===== config.mk =====
export PLATFORM = sky130hd
export DESIGN_NAME = exst_status
export DESIGN_NICKNAME = d
export VERILOG_FILES = /design/src/common/exst_pkg.sv /design/src/design/exst_status.sv
export VERILOG_INCLUDE_DIRS = /design/src /design/src/common
export SDC_FILE = /design/constraint.sdc
export NUM_CORES = 1
export LEC_CHECK = 0
export BUFFER_PORTS_ARGS = -buffer_cell sky130_fd_sc_hd__buf_2
export CORE_AREA = 2 2 186 188
export DETAILED_ROUTE_END_ITERATION = 7
export DIE_AREA = 0 0 188 190
export SKIP_CTS_REPAIR_TIMING = 1
export SYNTH_ARGS = -nofsm -noshare
export SYNTH_HDL_FRONTEND = slang
export SYNTH_SLANG_ARGS = --single-unit
export TNS_END_PERCENT = 1

===== constraint.sdc =====
create_clock -name i_clk -period 1.7 [get_ports i_clk]
set_input_delay 0.255 -clock i_clk [delete_from_list [all_inputs] [get_ports i_clk]]
set_output_delay 0.255 -clock i_clk [all_outputs]
set_load 0.02 [all_outputs]

===== src/common/exst_defines.svh =====
// Constants for the exception state status block: field positions, encodings and register offsets.
// Assumes inclusion by the package and the design module only.
`ifndef EXST_DEFINES_SVH
`define EXST_DEFINES_SVH
`define EXST_ADDR_STATUS 12'hD04
`define EXST_PEND_LSB 12
`define EXST_PEND_MSB 17
`define EXST_RETURN_TO_BASE_FLAG_BIT 11
`define EXST_ACT_MSB 5
`define EXST_VEC_NONE 6'h00
`define EXST_VEC_NMI 6'h02
`define EXST_VEC_FAULT_LAST 6'h06
`define EXST_VEC_SVCALL 6'h0B
`define EXST_VEC_PENDSVC 6'h0E
`define EXST_VEC_TICK 6'h0F
`define EXST_VEC_IRQ0 6'h10
`define EXST_VEC_IRQMAX 6'h3B
`define EXST_NUM_IRQ 44
`define EXST_NUM_SLOTS 64
`define EXST_PRIO_W 3
`define EXST_PRIO_NONE 4'h8
`define EXST_ZERO32 32'h0000_0000
`endif


===== src/common/exst_pkg.sv =====
// Types shared by the exception state status block.
// Assumes the defines header is on the include path.
`include "exst_defines.svh"
package exst_pkg;
   typedef struct packed {
      logic [5:0] pend_vec;
      logic ret_base;
      logic [5:0] act_vec;
   } exst_status_t;
   typedef enum logic [1:0] {
      EXST_IDLE,
      EXST_ACCESS
   } exst_apb_st_t;
endpackage


===== src/design/exst_status.sv =====
// Exception state status fields: pending vector, return-to-base flag, active vector.
// Assumes the core supplies pending/enable/active/priority vectors per exception number
// and its current handler number on the same clock; software reads over APB.
//
// How it works
// - Bits 17:12 show highest-priority enabled pending exception number.
// - Pending field reads zero when nothing is pending.
// - Pendable service call is 0x0E, system tick 0x0F, interrupt n 0x10+n.
// - Interrupts up to 43 (0x3B); codes 0x3C-0x3F never reported.
// - Bit 11 low when preempted active exceptions still wait.
// - Bit 11 high when none active or only the current one active.
// - Bit 11 considers pendable service call, system tick and interrupts only, not NMI, faults or SVCall.
// - Bit 11 only meaningful while the current handler number is nonzero.
// - Bits 5:0 show the active exception number in the same encoding.
// - Active field reads zero in Thread mode.
// - Active field always equals the previous clock's handler number in the program status.
//
// The register addresses and register access over APB are this design's own decisions.
`include "exst_defines.svh"
module exst_status
   import exst_pkg::*;
(
   input wire logic i_clk,
   input wire logic i_rst_n,
   input wire logic [`EXST_NUM_SLOTS-1:0] i_pending,
   input wire logic [`EXST_NUM_SLOTS-1:0] i_enabled,
   input wire logic [`EXST_NUM_SLOTS-1:0] i_active,
   input wire logic [`EXST_NUM_SLOTS*`EXST_PRIO_W-1:0] i_prio,
   input wire logic [5:0] i_current_handler_number,
   input wire logic i_psel,
   input wire logic i_penable,
   input wire logic i_pwrite,
   input wire logic [11:0] i_paddr,
   input wire logic [31:0] i_pwdata,
   output logic [31:0] o_prdata,
   output logic o_pready,
   output logic o_pslverr,
   output logic [5:0] o_pending_vector_number,
   output logic o_return_to_base_flag,
   output logic [5:0] o_active_vector_number
);
   exst_status_t stat_d;
   exst_status_t stat_q;
   logic [`EXST_NUM_SLOTS-1:0] valid_slot;
   logic [`EXST_NUM_SLOTS-1:0] cand;
   logic [`EXST_NUM_SLOTS-1:0] other_irq_act;

   // Only implemented exception numbers take part; reserved codes are masked.
   genvar g;
   for (g = 0; g < `EXST_NUM_SLOTS; g++) begin : g_slot
      localparam logic [5:0] CODE = 6'(g);
      // Codes 1, 7 to 10, 12, 13 and everything above the last interrupt are reserved.
      assign valid_slot[g] = ((CODE >= `EXST_VEC_NMI) && (CODE <= `EXST_VEC_FAULT_LAST))
         || (CODE == `EXST_VEC_SVCALL)
         || ((CODE >= `EXST_VEC_PENDSVC) && (CODE <= `EXST_VEC_IRQMAX));
      assign cand[g] = valid_slot[g] && i_pending[g] && i_enabled[g];
      assign other_irq_act[g] = (CODE >= `EXST_VEC_PENDSVC) && (CODE <= `EXST_VEC_IRQMAX) && i_active[g]
         && (CODE != i_current_handler_number);
      a_code_barred: assert property (@(posedge i_clk) disable iff (!i_rst_n)
         ((CODE != `EXST_VEC_NONE) && !valid_slot[g]) |-> o_pending_vector_number != CODE)
         else $error("reserved exception code reported");
   end

   // Lowest priority value wins; ties go to the lower exception number.
   always_comb begin
      logic [`EXST_PRIO_W:0] best;
      logic [`EXST_PRIO_W:0] p;
      best = `EXST_PRIO_NONE;
      p = `EXST_PRIO_NONE;
      stat_d.pend_vec = `EXST_VEC_NONE;
      for (int k = 0; k < `EXST_NUM_SLOTS; k++) begin
         p = {1'b0, i_prio[k*`EXST_PRIO_W +: `EXST_PRIO_W]};
         if (cand[k] && (p < best)) begin
            best = p;
            stat_d.pend_vec = 6'(k);
         end
      end
      stat_d.ret_base = ~|other_irq_act;
      stat_d.act_vec = i_current_handler_number;
   end

   always_ff @(posedge i_clk or negedge i_rst_n) begin
      if (!i_rst_n) begin
         stat_q <= '0;
      end else begin
         stat_q <= stat_d;
      end
   end

   assign o_pending_vector_number = stat_q.pend_vec;
   assign o_return_to_base_flag = stat_q.ret_base;
   assign o_active_vector_number = stat_q.act_vec;

   // APB slave: one wait state, read data registered, writes discarded.
   always_ff @(posedge i_clk or negedge i_rst_n) begin
      if (!i_rst_n) begin
         o_pready <= 1'b0;
         o_pslverr <= 1'b0;
         o_prdata <= `EXST_ZERO32;
      end else begin
         o_pready <= 1'b0;
         o_pslverr <= 1'b0;
         o_prdata <= `EXST_ZERO32;
         if (i_psel && i_penable && !o_pready) begin
            o_pready <= 1'b1;
            if (i_paddr != `EXST_ADDR_STATUS) begin
               o_pslverr <= 1'b1;
            end else if (!i_pwrite) begin
               o_prdata[`EXST_PEND_MSB:`EXST_PEND_LSB] <= stat_q.pend_vec;
               o_prdata[`EXST_RETURN_TO_BASE_FLAG_BIT] <= stat_q.ret_base;
               o_prdata[`EXST_ACT_MSB:0] <= stat_q.act_vec;
            end
            // A write to the status word stores nothing.
         end
      end
   end

   a_act_follows: assert property (@(posedge i_clk) disable iff (!i_rst_n)
      1'b1 |=> o_active_vector_number == $past(i_current_handler_number))
      else $error("active field does not track handler number");
   a_thread_zero: assert property (@(posedge i_clk) disable iff (!i_rst_n)
      i_current_handler_number == 6'h00 |=> o_active_vector_number == 6'h00)
      else $error("active field nonzero in thread mode");
   a_pend_none: assert property (@(posedge i_clk) disable iff (!i_rst_n)
      (i_pending & i_enabled) == '0 |=> o_pending_vector_number == 6'h00)
      else $error("pending field nonzero with nothing pending");
   a_pend_reserved: assert property (@(posedge i_clk) disable iff (!i_rst_n)
      o_pending_vector_number <= 6'h3B)
      else $error("reserved pending code reported");
   a_pend_is_pending: assert property (@(posedge i_clk) disable iff (!i_rst_n)
      o_pending_vector_number != 6'h00 |-> |($past(i_pending) & $past(i_enabled)
         & (64'h1 << o_pending_vector_number)))
      else $error("pending field names an exception not pending");
   a_ret_low: assert property (@(posedge i_clk) disable iff (!i_rst_n)
      (i_active[16] && i_current_handler_number == 6'h11) |=> !o_return_to_base_flag)
      else $error("return flag high with preempted interrupt");
   a_ret_high: assert property (@(posedge i_clk) disable iff (!i_rst_n)
      (i_active == '0) |=> o_return_to_base_flag)
      else $error("return flag low with nothing active");
   a_ret_faults: assert property (@(posedge i_clk) disable iff (!i_rst_n)
      ((i_active & 64'hFFFF_FFFF_FFFF_C000) == '0) |=> o_return_to_base_flag)
      else $error("faults affect return flag");
   a_read_once: assert property (@(posedge i_clk) disable iff (!i_rst_n)
      o_pready |=> !o_pready)
      else $error("ready held for two cycles");
   a_read_data: assert property (@(posedge i_clk) disable iff (!i_rst_n)
      (i_psel && i_penable && !o_pready && !i_pwrite && i_paddr == 12'hD04)
      |=> o_prdata[5:0] == $past(o_active_vector_number) && o_prdata[10:6] == 5'h00)
      else $error("read data does not show active field");
   a_ret_alone: assert property (@(posedge i_clk) disable iff (!i_rst_n)
      (i_current_handler_number != `EXST_VEC_NONE && i_active == (64'h1 << i_current_handler_number))
      |=> o_return_to_base_flag)
      else $error("return flag low with only the current handler active");
   a_take_ready: assert property (@(posedge i_clk) disable iff (!i_rst_n)
      (i_psel && i_penable && !o_pready) |=> o_pready)
      else $error("access not answered after one wait state");
   a_err_map: assert property (@(posedge i_clk) disable iff (!i_rst_n)
      (i_psel && i_penable && !o_pready && i_paddr != `EXST_ADDR_STATUS) |=> o_pslverr)
      else $error("unmapped access without error");
   a_write_quiet: assert property (@(posedge i_clk) disable iff (!i_rst_n)
      (i_psel && i_penable && !o_pready && i_pwrite) |=> o_prdata == `EXST_ZERO32)
      else $error("write returned data");
   a_rsvd_zero: assert property (@(posedge i_clk) disable iff (!i_rst_n)
      o_pready |-> o_prdata[`EXST_RETURN_TO_BASE_FLAG_BIT-1:`EXST_ACT_MSB+1] == 5'h00)
      else $error("reserved read bits nonzero");
endmodule


==> run summary, run 1 <==
The count of endpoints failing hold in the final timing report was 0. The maximum fanout count along the critical path is 5. STA classifies the critical path endpoint as a register. The share of the synthesized netlist area taken by xor and xnor gates is 0. The number of detailed-route iterations in the first pass is 5.

The die span in y is 190 um. For this run, design rule violations remaining after detail routing come to 0. The average instance area after synthesis is slightly below 7 um^2. On the critical path, the stage with the largest delay is an instance of sky130_fd_sc_hd__or4b_4. The area fraction in compound gates after synthesis is 0.415.

The detailed-route wire length per cell is between 15 and 20 um. Counting cells, the worst reg-to-reg path comes to 3. The area of the placeable core came out at around 0.034 mm^2. The row count came out at 68. The via count of the first global-routing pass came out at ~16k. The type of origin of the critical path is a primary input. Setup violations remaining at the end of the flow were counted as 7.

The final layout contains 3194 nets. The count of max-cap constraint violations came out at 0. In this run the tool buffered the top-level ports with around 360 buffer cells. The TritonCTS clock tree is done. The final reports fail on setup timing. The flow ran to the end, but the final reports show violations. The yosys synthesis warning count is 0. The area fraction of the dominant cell type after synthesis is 0.0689. The adder and majority cell fraction of the synthesized area is 0.0872. The part of the cycle the worst path needs came out at 32.9. The number of buffers added by the clock tree synthesis step came out at 3. The clock latency at the later pin of the worst-skew pair came out at 0.26 ns. Derived from the worst setup path, the maximum achievable clock frequency is roughly 18 MHz. Setup slack on the critical path of the routed design comes to -54.18 ns. The area of the die came out at 0.0357 mm^2. From synthesis to final layout, the design area changed by 99.3%. The worst hold path class is in2async. The die width is about 190 um. Of the cells placed in the final design, the portion with a size suffix greater than 1 is 0.588. The share of cell area taken by muxes after synthesis came out at 0.0648. The number of levels the H-tree was split into came out at 1. The post-synthesis instance area is 0.0105 mm^2. The final estimated routing congestion in global placement came out at around 0.97. The number of antenna violations at the first check in global routing came out at 11. The data required time of the worst path came out at 1.84 ns. The most numerous cell on the critical path is sky130_fd_sc_hd__ha_4. The library cell occupying the most area in the post-synthesis netlist is sky130_fd_sc_hd__ha_1.

The total number of vias is 16.6k. The count of pins over their slew limit came out at 0. The filler cells instantiated in the layout total a little under 3k. The leading register cell type out of synthesis is sky130_fd_sc_hd__dfrtp_1.

The sequential cell area came out at 701 um^2. After legalization and detailed placement, the total HPWL measured ~41 mm. The total overflow reported by the global router is 0. The cell with the most instances after synthesis is sky130_fd_sc_hd__nand2_1. The arrival time at the worst endpoint is between 50 and 60 ns. The kind of critical path is in2reg. The maximum number of pins on one net before global-route repair came out at 29. The tree is rooted in a sky130_fd_sc_hd__clkbuf_16. The initial utilization of the core area, before any placement, comes to 0.310. The number of enable-type register cells in the synthesized netlist came out at 0.

The final worst clock skew came out at 0.00102 ns. The relative slew slack is 0.574. The via count normalized by instance count came out at 5.24. For this run, the slowest stage of the critical path takes 0.47 ns. The post-route antenna net violation count is 0. The wire length of the first global-routing pass came out at ~73 mm. After clock tree synthesis, the clock-pin slew on the worst setup and hold paths is 0.07 ns.

The final layout contains routed wiring with a total length of a little under 50 mm. The clock net sink count came out at 28. Sorting the synthesized cells by area gives the leading types as sky130_fd_sc_hd__ha_1 (6.9%), sky130_fd_sc_hd__dfrtp_1 (6.6%), sky130_fd_sc_hd__nand2_1 (6.4%), sky130_fd_sc_hd__a21oi_1 (5.7%), sky130_fd_sc_hd__o21ai_0 (4.7%). After routing, the total negative slack on setup checks comes to -324.91 ns. By area, the combinational part of the netlist is dominated by compound AO/OA/AOI/OAI gates. The number of buffers on the longest clock path came out at 2. After synthesis the netlist holds a flip-flop and latch count of 28.

The minimum clock period came out at roughly 56 ns. The sequential area share after synthesis came out at 0.0665. The number of violations reported at the end of detailed-routing iteration 0 is 721.

Counting every instance in the synthesized netlist gives roughly 1.6k. The fraction of synthesis flops using an asynchronous set or reset pin came out at 1.00. At the pin with the least slew margin, the transition time is 0.637 ns. During I/O placement, the number of pins put on the boundary was roughly 490. The netlist uses approximately 120 different library cells. Across every metal layer, demand over resource in global routing totals 0.240. Sorting the synthesized cells by how often they occur yields sky130_fd_sc_hd__nand2_1 (181), sky130_fd_sc_hd__nor2_1 (126), sky130_fd_sc_hd__a21oi_1 (121). Setup repair after global routing could not meet its margin everywhere. The area fraction in and, or, nand and nor cells after synthesis came out at 0.311.

The total area of multi-input combinational cells is roughly 0.011 mm^2.
[worst max-delay path, delay by kind of cell]
kind,cells,cell delay [ns]
adders and majority gates,49,11.00
and+or+nand+nor,101,13.28
buffers and inverters,41,3.05
AOI/OAI and AO/OA,118,19.56
muxes,33,8.64
[layer usage]
| metal | vias up | track usage | wire length [um] |
|---|---|---|---|
| met1 | 7680 | 0.309 | 21400 |
| met4 | 6 | 0.0678 | 1530 |
| met2 | 518 | 0.427 | 24000 |
| li1 | 8253 | - | - |
| met5 | - | 0 | 39 |
| met3 | 97 | 0.0196 | 2160 |
[cell families (layout without fill, tap and decap cells)]
logic type,Yosys count,after routing
flops,28,28
mux,63,63
fa+ha+maj,77,77
compound gates,594,594
simple gates,654,654
buf+inv,133,1261
other cells,1,28
[cells in the final DEF (no fill, tap or decap), drive strengths merged, types with 10 or more instances in the layout]
| cell type | Yosys | routed |
|---|---|---|
| a2111oi | 14 | 14 |
| a211o | 10 | 10 |
| a211oi | 17 | 17 |
| a21boi | 11 | 11 |
| a21o | 56 | 56 |
| a21oi | 124 | 124 |
| a31o | 10 | 10 |
| a31oi | 21 | 21 |
| and2 | 43 | 43 |
| and3 | 16 | 16 |
| buf | 23 | 1160 |
| conb | 1 | 19 |
| dfrtp | 28 | 28 |
| ha | 58 | 58 |
| inv | 97 | 97 |
| maj3 | 19 | 19 |
| mux2 | 27 | 27 |
| mux2i | 36 | 36 |
| nand2 | 183 | 183 |
| nand2b | 35 | 35 |
| nand3 | 75 | 75 |
| nand4 | 16 | 16 |
| nor2 | 127 | 127 |
| nor2b | 13 | 13 |
| nor3 | 56 | 56 |
| nor3b | 13 | 13 |
| nor4 | 15 | 15 |
| o211ai | 30 | 30 |
| o21a | 22 | 22 |
| o21ai | 114 | 114 |
| o21bai | 10 | 10 |
| o22ai | 18 | 18 |
| o31ai | 19 | 19 |
| o32ai | 13 | 13 |
| or2 | 22 | 22 |
| or3 | 14 | 14 |
[per-stage QoR]
| stage | setup WS (ns) | cells | hold WS (ns) | cell area, um^2 | utilization |
|---|---|---|---|---|---|
| after floorplan | -54.16 | 1568 | -0.0406 | 11200 | - |
| after global placement | -54.42 | 3056 | 0.303 | 18700 | 0.551 |
| after detailed placement | -56.03 | 3056 | 0.313 | 18700 | 0.551 |
| after CTS | -56.01 | 3060 | 0.0303 | 18800 | 0.555 |
| after global routing | -56.71 | 3158 | 0.0514 | 21000 | 0.618 |
| final | -54.18 | 3160 | 0.00847 | 21000 | 0.618 |
[layout make-up]
cell class,count,area share
clock buffer,3,0.00358
inverter,97,0.0189
tap,455,0.0271
multi-input combinational,1407,0.539
clock inverter,1,0.00143
timing repair buffer,1160,0.376
antenna,9,0.00107
sequential,28,0.0334
[sequential cells by signal, summed over array words and instances, names as in the netlist]
register / flops
o_active_vector_number: 6
o_pending_vector_number: 6
o_prdata: 13
o_pready: 1
o_pslverr: 1
o_return_to_base_flag: 1
[path summary, 6_finish.rpt]
path                       slack (ns)                         from                    endpoint
setup reg to reg                 0.63                     o_pready                o_prdata[15]
hold reg to reg                  0.48    o_active_vector_number[4]                 o_prdata[4]
min in group i_clk               0.19  i_current_handler_number[3]   o_active_vector_number[3]
hold / removal                  0.008                      i_rst_n                 o_prdata[0]
setup / recovery               -54.18                 i_pending[2]  o_pending_vector_number[2]
max in group asynchronous        1.29                      i_rst_n                o_prdata[13]
Power of run 1 is left out: the tool's default activity adds up to more than one toggle a clock period on the data nets, which glitch-free logic cannot reach.
==> inputs of run 2 (changes only) <==
==> constraint.sdc (replaced) <==
create_clock -name i_clk -period 59 [get_ports i_clk]
set_input_delay 8.85 -clock i_clk [delete_from_list [all_inputs] [get_ports i_clk]]
set_output_delay 8.85 -clock i_clk [all_outputs]
set_load 0.02 [all_outputs]
==> run summary, run 2 (synthesis results as in run 1) <==
The number of antenna violations at the first check in global routing is 16 (was 11). The flip-flop count of the largest register, all copies and words added came out at 13 (unchanged). The clock transition time at the flip-flop clock pins of the worst setup and hold paths is 0.07 ns (about the same). The final critical-path setup slack came out at -5.75 ns (was -54.18 ns).

Violations in the final reports: setup timing (unchanged). The met3 routing resource usage after global routing came out at 0.0231 (was 0.0196). The post-detailed-route DRC marker count is 0 (unchanged). The count of max-cap constraint violations is 0 (unchanged). Status: complete, but fails checks (unchanged).

Unrepaired setup endpoints after global routing: true (unchanged). The worst-margin pin slew came to 0.955 ns (was 0.637 ns). The area overhead of the layout relative to synthesis is 79.9% (was 99.3%). The number of levels the H-tree was split into is 1 (unchanged). The area of the die is 0.0357 mm^2 (unchanged). The delay of the slowest critical-path stage came out at 0.46 ns (was 0.47 ns). Static timing analysis puts the maximum clock frequency at around 15 MHz.

The minimum clock period is ~65 ns. The via count normalized by instance count came out at 5.39 (was 5.24). The area of the placeable core came out at 0.0339 mm^2 (unchanged).

The most common cell after layout, fill and taps aside is sky130_fd_sc_hd__buf_4 (unchanged). The clock latency at the later pin of the worst-skew pair came out at 0.26 ns (about the same). The pre-CTS setup slack is -8.24 ns (was -56.03 ns). The die width is 188 um (unchanged). The data required time of the worst path came out at 59.14 ns (was 1.84 ns). The most numerous cell on the critical path is sky130_fd_sc_hd__ha_4 (unchanged).

The critical path endpoint category is a register (unchanged). The share of post-route cells with drive strength above 1 is 0.537 (was 0.588). The final estimated routing congestion in global placement came out at 0.931 (was 0.971). The type of origin of the critical path is a primary input (unchanged). The all-layer global routing usage is 0.224 (was 0.240). The number of failing setup endpoints in the final timing report is 6 (was 7). The sequential cell area came to 701 um^2 (unchanged). The wire length of the first global-routing pass is 68.1 mm (was 73.0 mm). The number of detailed-route iterations in the first pass is 6 (was 5). The post-route antenna net violation count came out at 0 (unchanged). The buffer type at the clock tree root is sky130_fd_sc_hd__clkbuf_16 (unchanged). The setup slack of the most critical reg-to-reg path is 57.47 ns (was 0.63 ns).

The row count came out at 68 (unchanged). The maximum number of pins on one net before global-route repair came out at 29 (unchanged). The arrival time at the worst endpoint is 64.89 ns (was 56.02 ns). The port buffer count was 356 (unchanged). Most used cells in the layout excluding fill and tap cells: sky130_fd_sc_hd__buf_4 (538), sky130_fd_sc_hd__buf_2 (353), sky130_fd_sc_hd__nand2_1 (150) (was sky130_fd_sc_hd__buf_4 (793), sky130_fd_sc_hd__buf_2 (353), sky130_fd_sc_hd__nand2_1 (154)). The worst hold path class is reg2reg (was in2async). The relative slew slack is 0.358 (was 0.574). The detailed-route wire length per cell is 15.7 um (was 15.6 um).

The number of violations reported at the end of detailed-routing iteration 0 came out at 907 (was 721). The part of the cycle the worst path needs is 1.10. The kind of critical path was in2reg (unchanged).

The filler cell count in the final layout came to 3226 (was 2982). The final worst clock skew is 0.00309 ns (was 0.00102 ns). The clock net sink count came to 28 (unchanged). The TritonCTS clock tree is done (unchanged). The overall routed net length came to 45.5 mm (was 49.1 mm).

The die span in y is 190 um (unchanged). The boundary pin count came out at 486 (unchanged). The final hold slack came out at 0.470 ns (was 0.00847 ns). The cell with the biggest individual delay on the critical path is sky130_fd_sc_hd__or4b_4 (unchanged). The total overflow reported by the global router came out at 0 (unchanged). The number of buffers on the longest clock path is 2 (unchanged).

The sum of net half-perimeters after detailed placement came out at 37.1 mm (was 40.5 mm). The total number of vias is 15.6k (was 16.6k). The count of endpoints failing hold in the final timing report came out at 0 (unchanged).

The count of pins over their slew limit came out at 0 (unchanged). The effective utilization at floorplan came out at 0.310 (unchanged). The largest register by flop count was o_prdata (unchanged). The total area of multi-input combinational cells came out at 0.0113 mm^2 (about the same). The met1 track demand over resource came out at 0.293 (was 0.309). The number of buffers added by the clock tree synthesis step is 3 (unchanged).

The total number of nets in the final design came out at 2931 (was 3194). The maximum fanout count along the critical path came out at 5 (unchanged). The via count of the first global-routing pass is 14.4k (was 15.6k). The met2 usage is 0.392 (was 0.427). The most used routing layer is met2 (unchanged).
## run 2: path summary, 6_finish.rpt
| kind | from | end | depth (start not counted) |
|---|---|---|---|
| max | i_enabled[2] | o_pending_vector_number[2] | 342 |
| min | o_active_vector_number[4] | o_prdata[4] | 1 |
| max reg2reg | o_pready | o_prdata[1] | 2 |
| max in group asynchronous | i_rst_n | o_active_vector_number[0] | 1 |
| min in group asynchronous | i_rst_n | o_prdata[2] | 1 |
| min reg2reg | o_active_vector_number[4] | o_prdata[4] | 1 |
## run 2: layout make-up
cell class	count	area share
timing repair buffer	897	0.310
multi-input combinational	1407	0.595
clock buffer	3	0.00396
antenna	14	0.00185
clock inverter	1	0.00158
tap	455	0.0300
inverter	97	0.0209
sequential	28	0.0370
## run 2: routing by layer
metal / up-vias / wire [um]
met4: 6 / 1350
met5: - / 41
met1: 7300 / 19700
met3: 94 / 2450
met2: 529 / 22000
li1: 7710 / -
## run 2: stage by stage
stage               utilization  TNS (ns)  cells  area (um^2)
finish                    0.558    -34.14   2902        19000
global route              0.558    -50.37   2899        19000
CTS                       0.498    -48.91   2804        16900
detailed placement        0.494    -48.88   2800        16800
global placement          0.494    -44.74   2800        16800
floorplan                     -    -32.24   1568        11200
## run 2: worst max-delay path, delay by kind of cell
family | cells | cell delay, ns
compound gates | 112 | 18.54
fa+ha+maj | 51 | 11.25
mux | 31 | 8.41
simple gates | 106 | 14.72
buf+inv | 42 | 2.96
Power of run 2 is left out for the same reason.
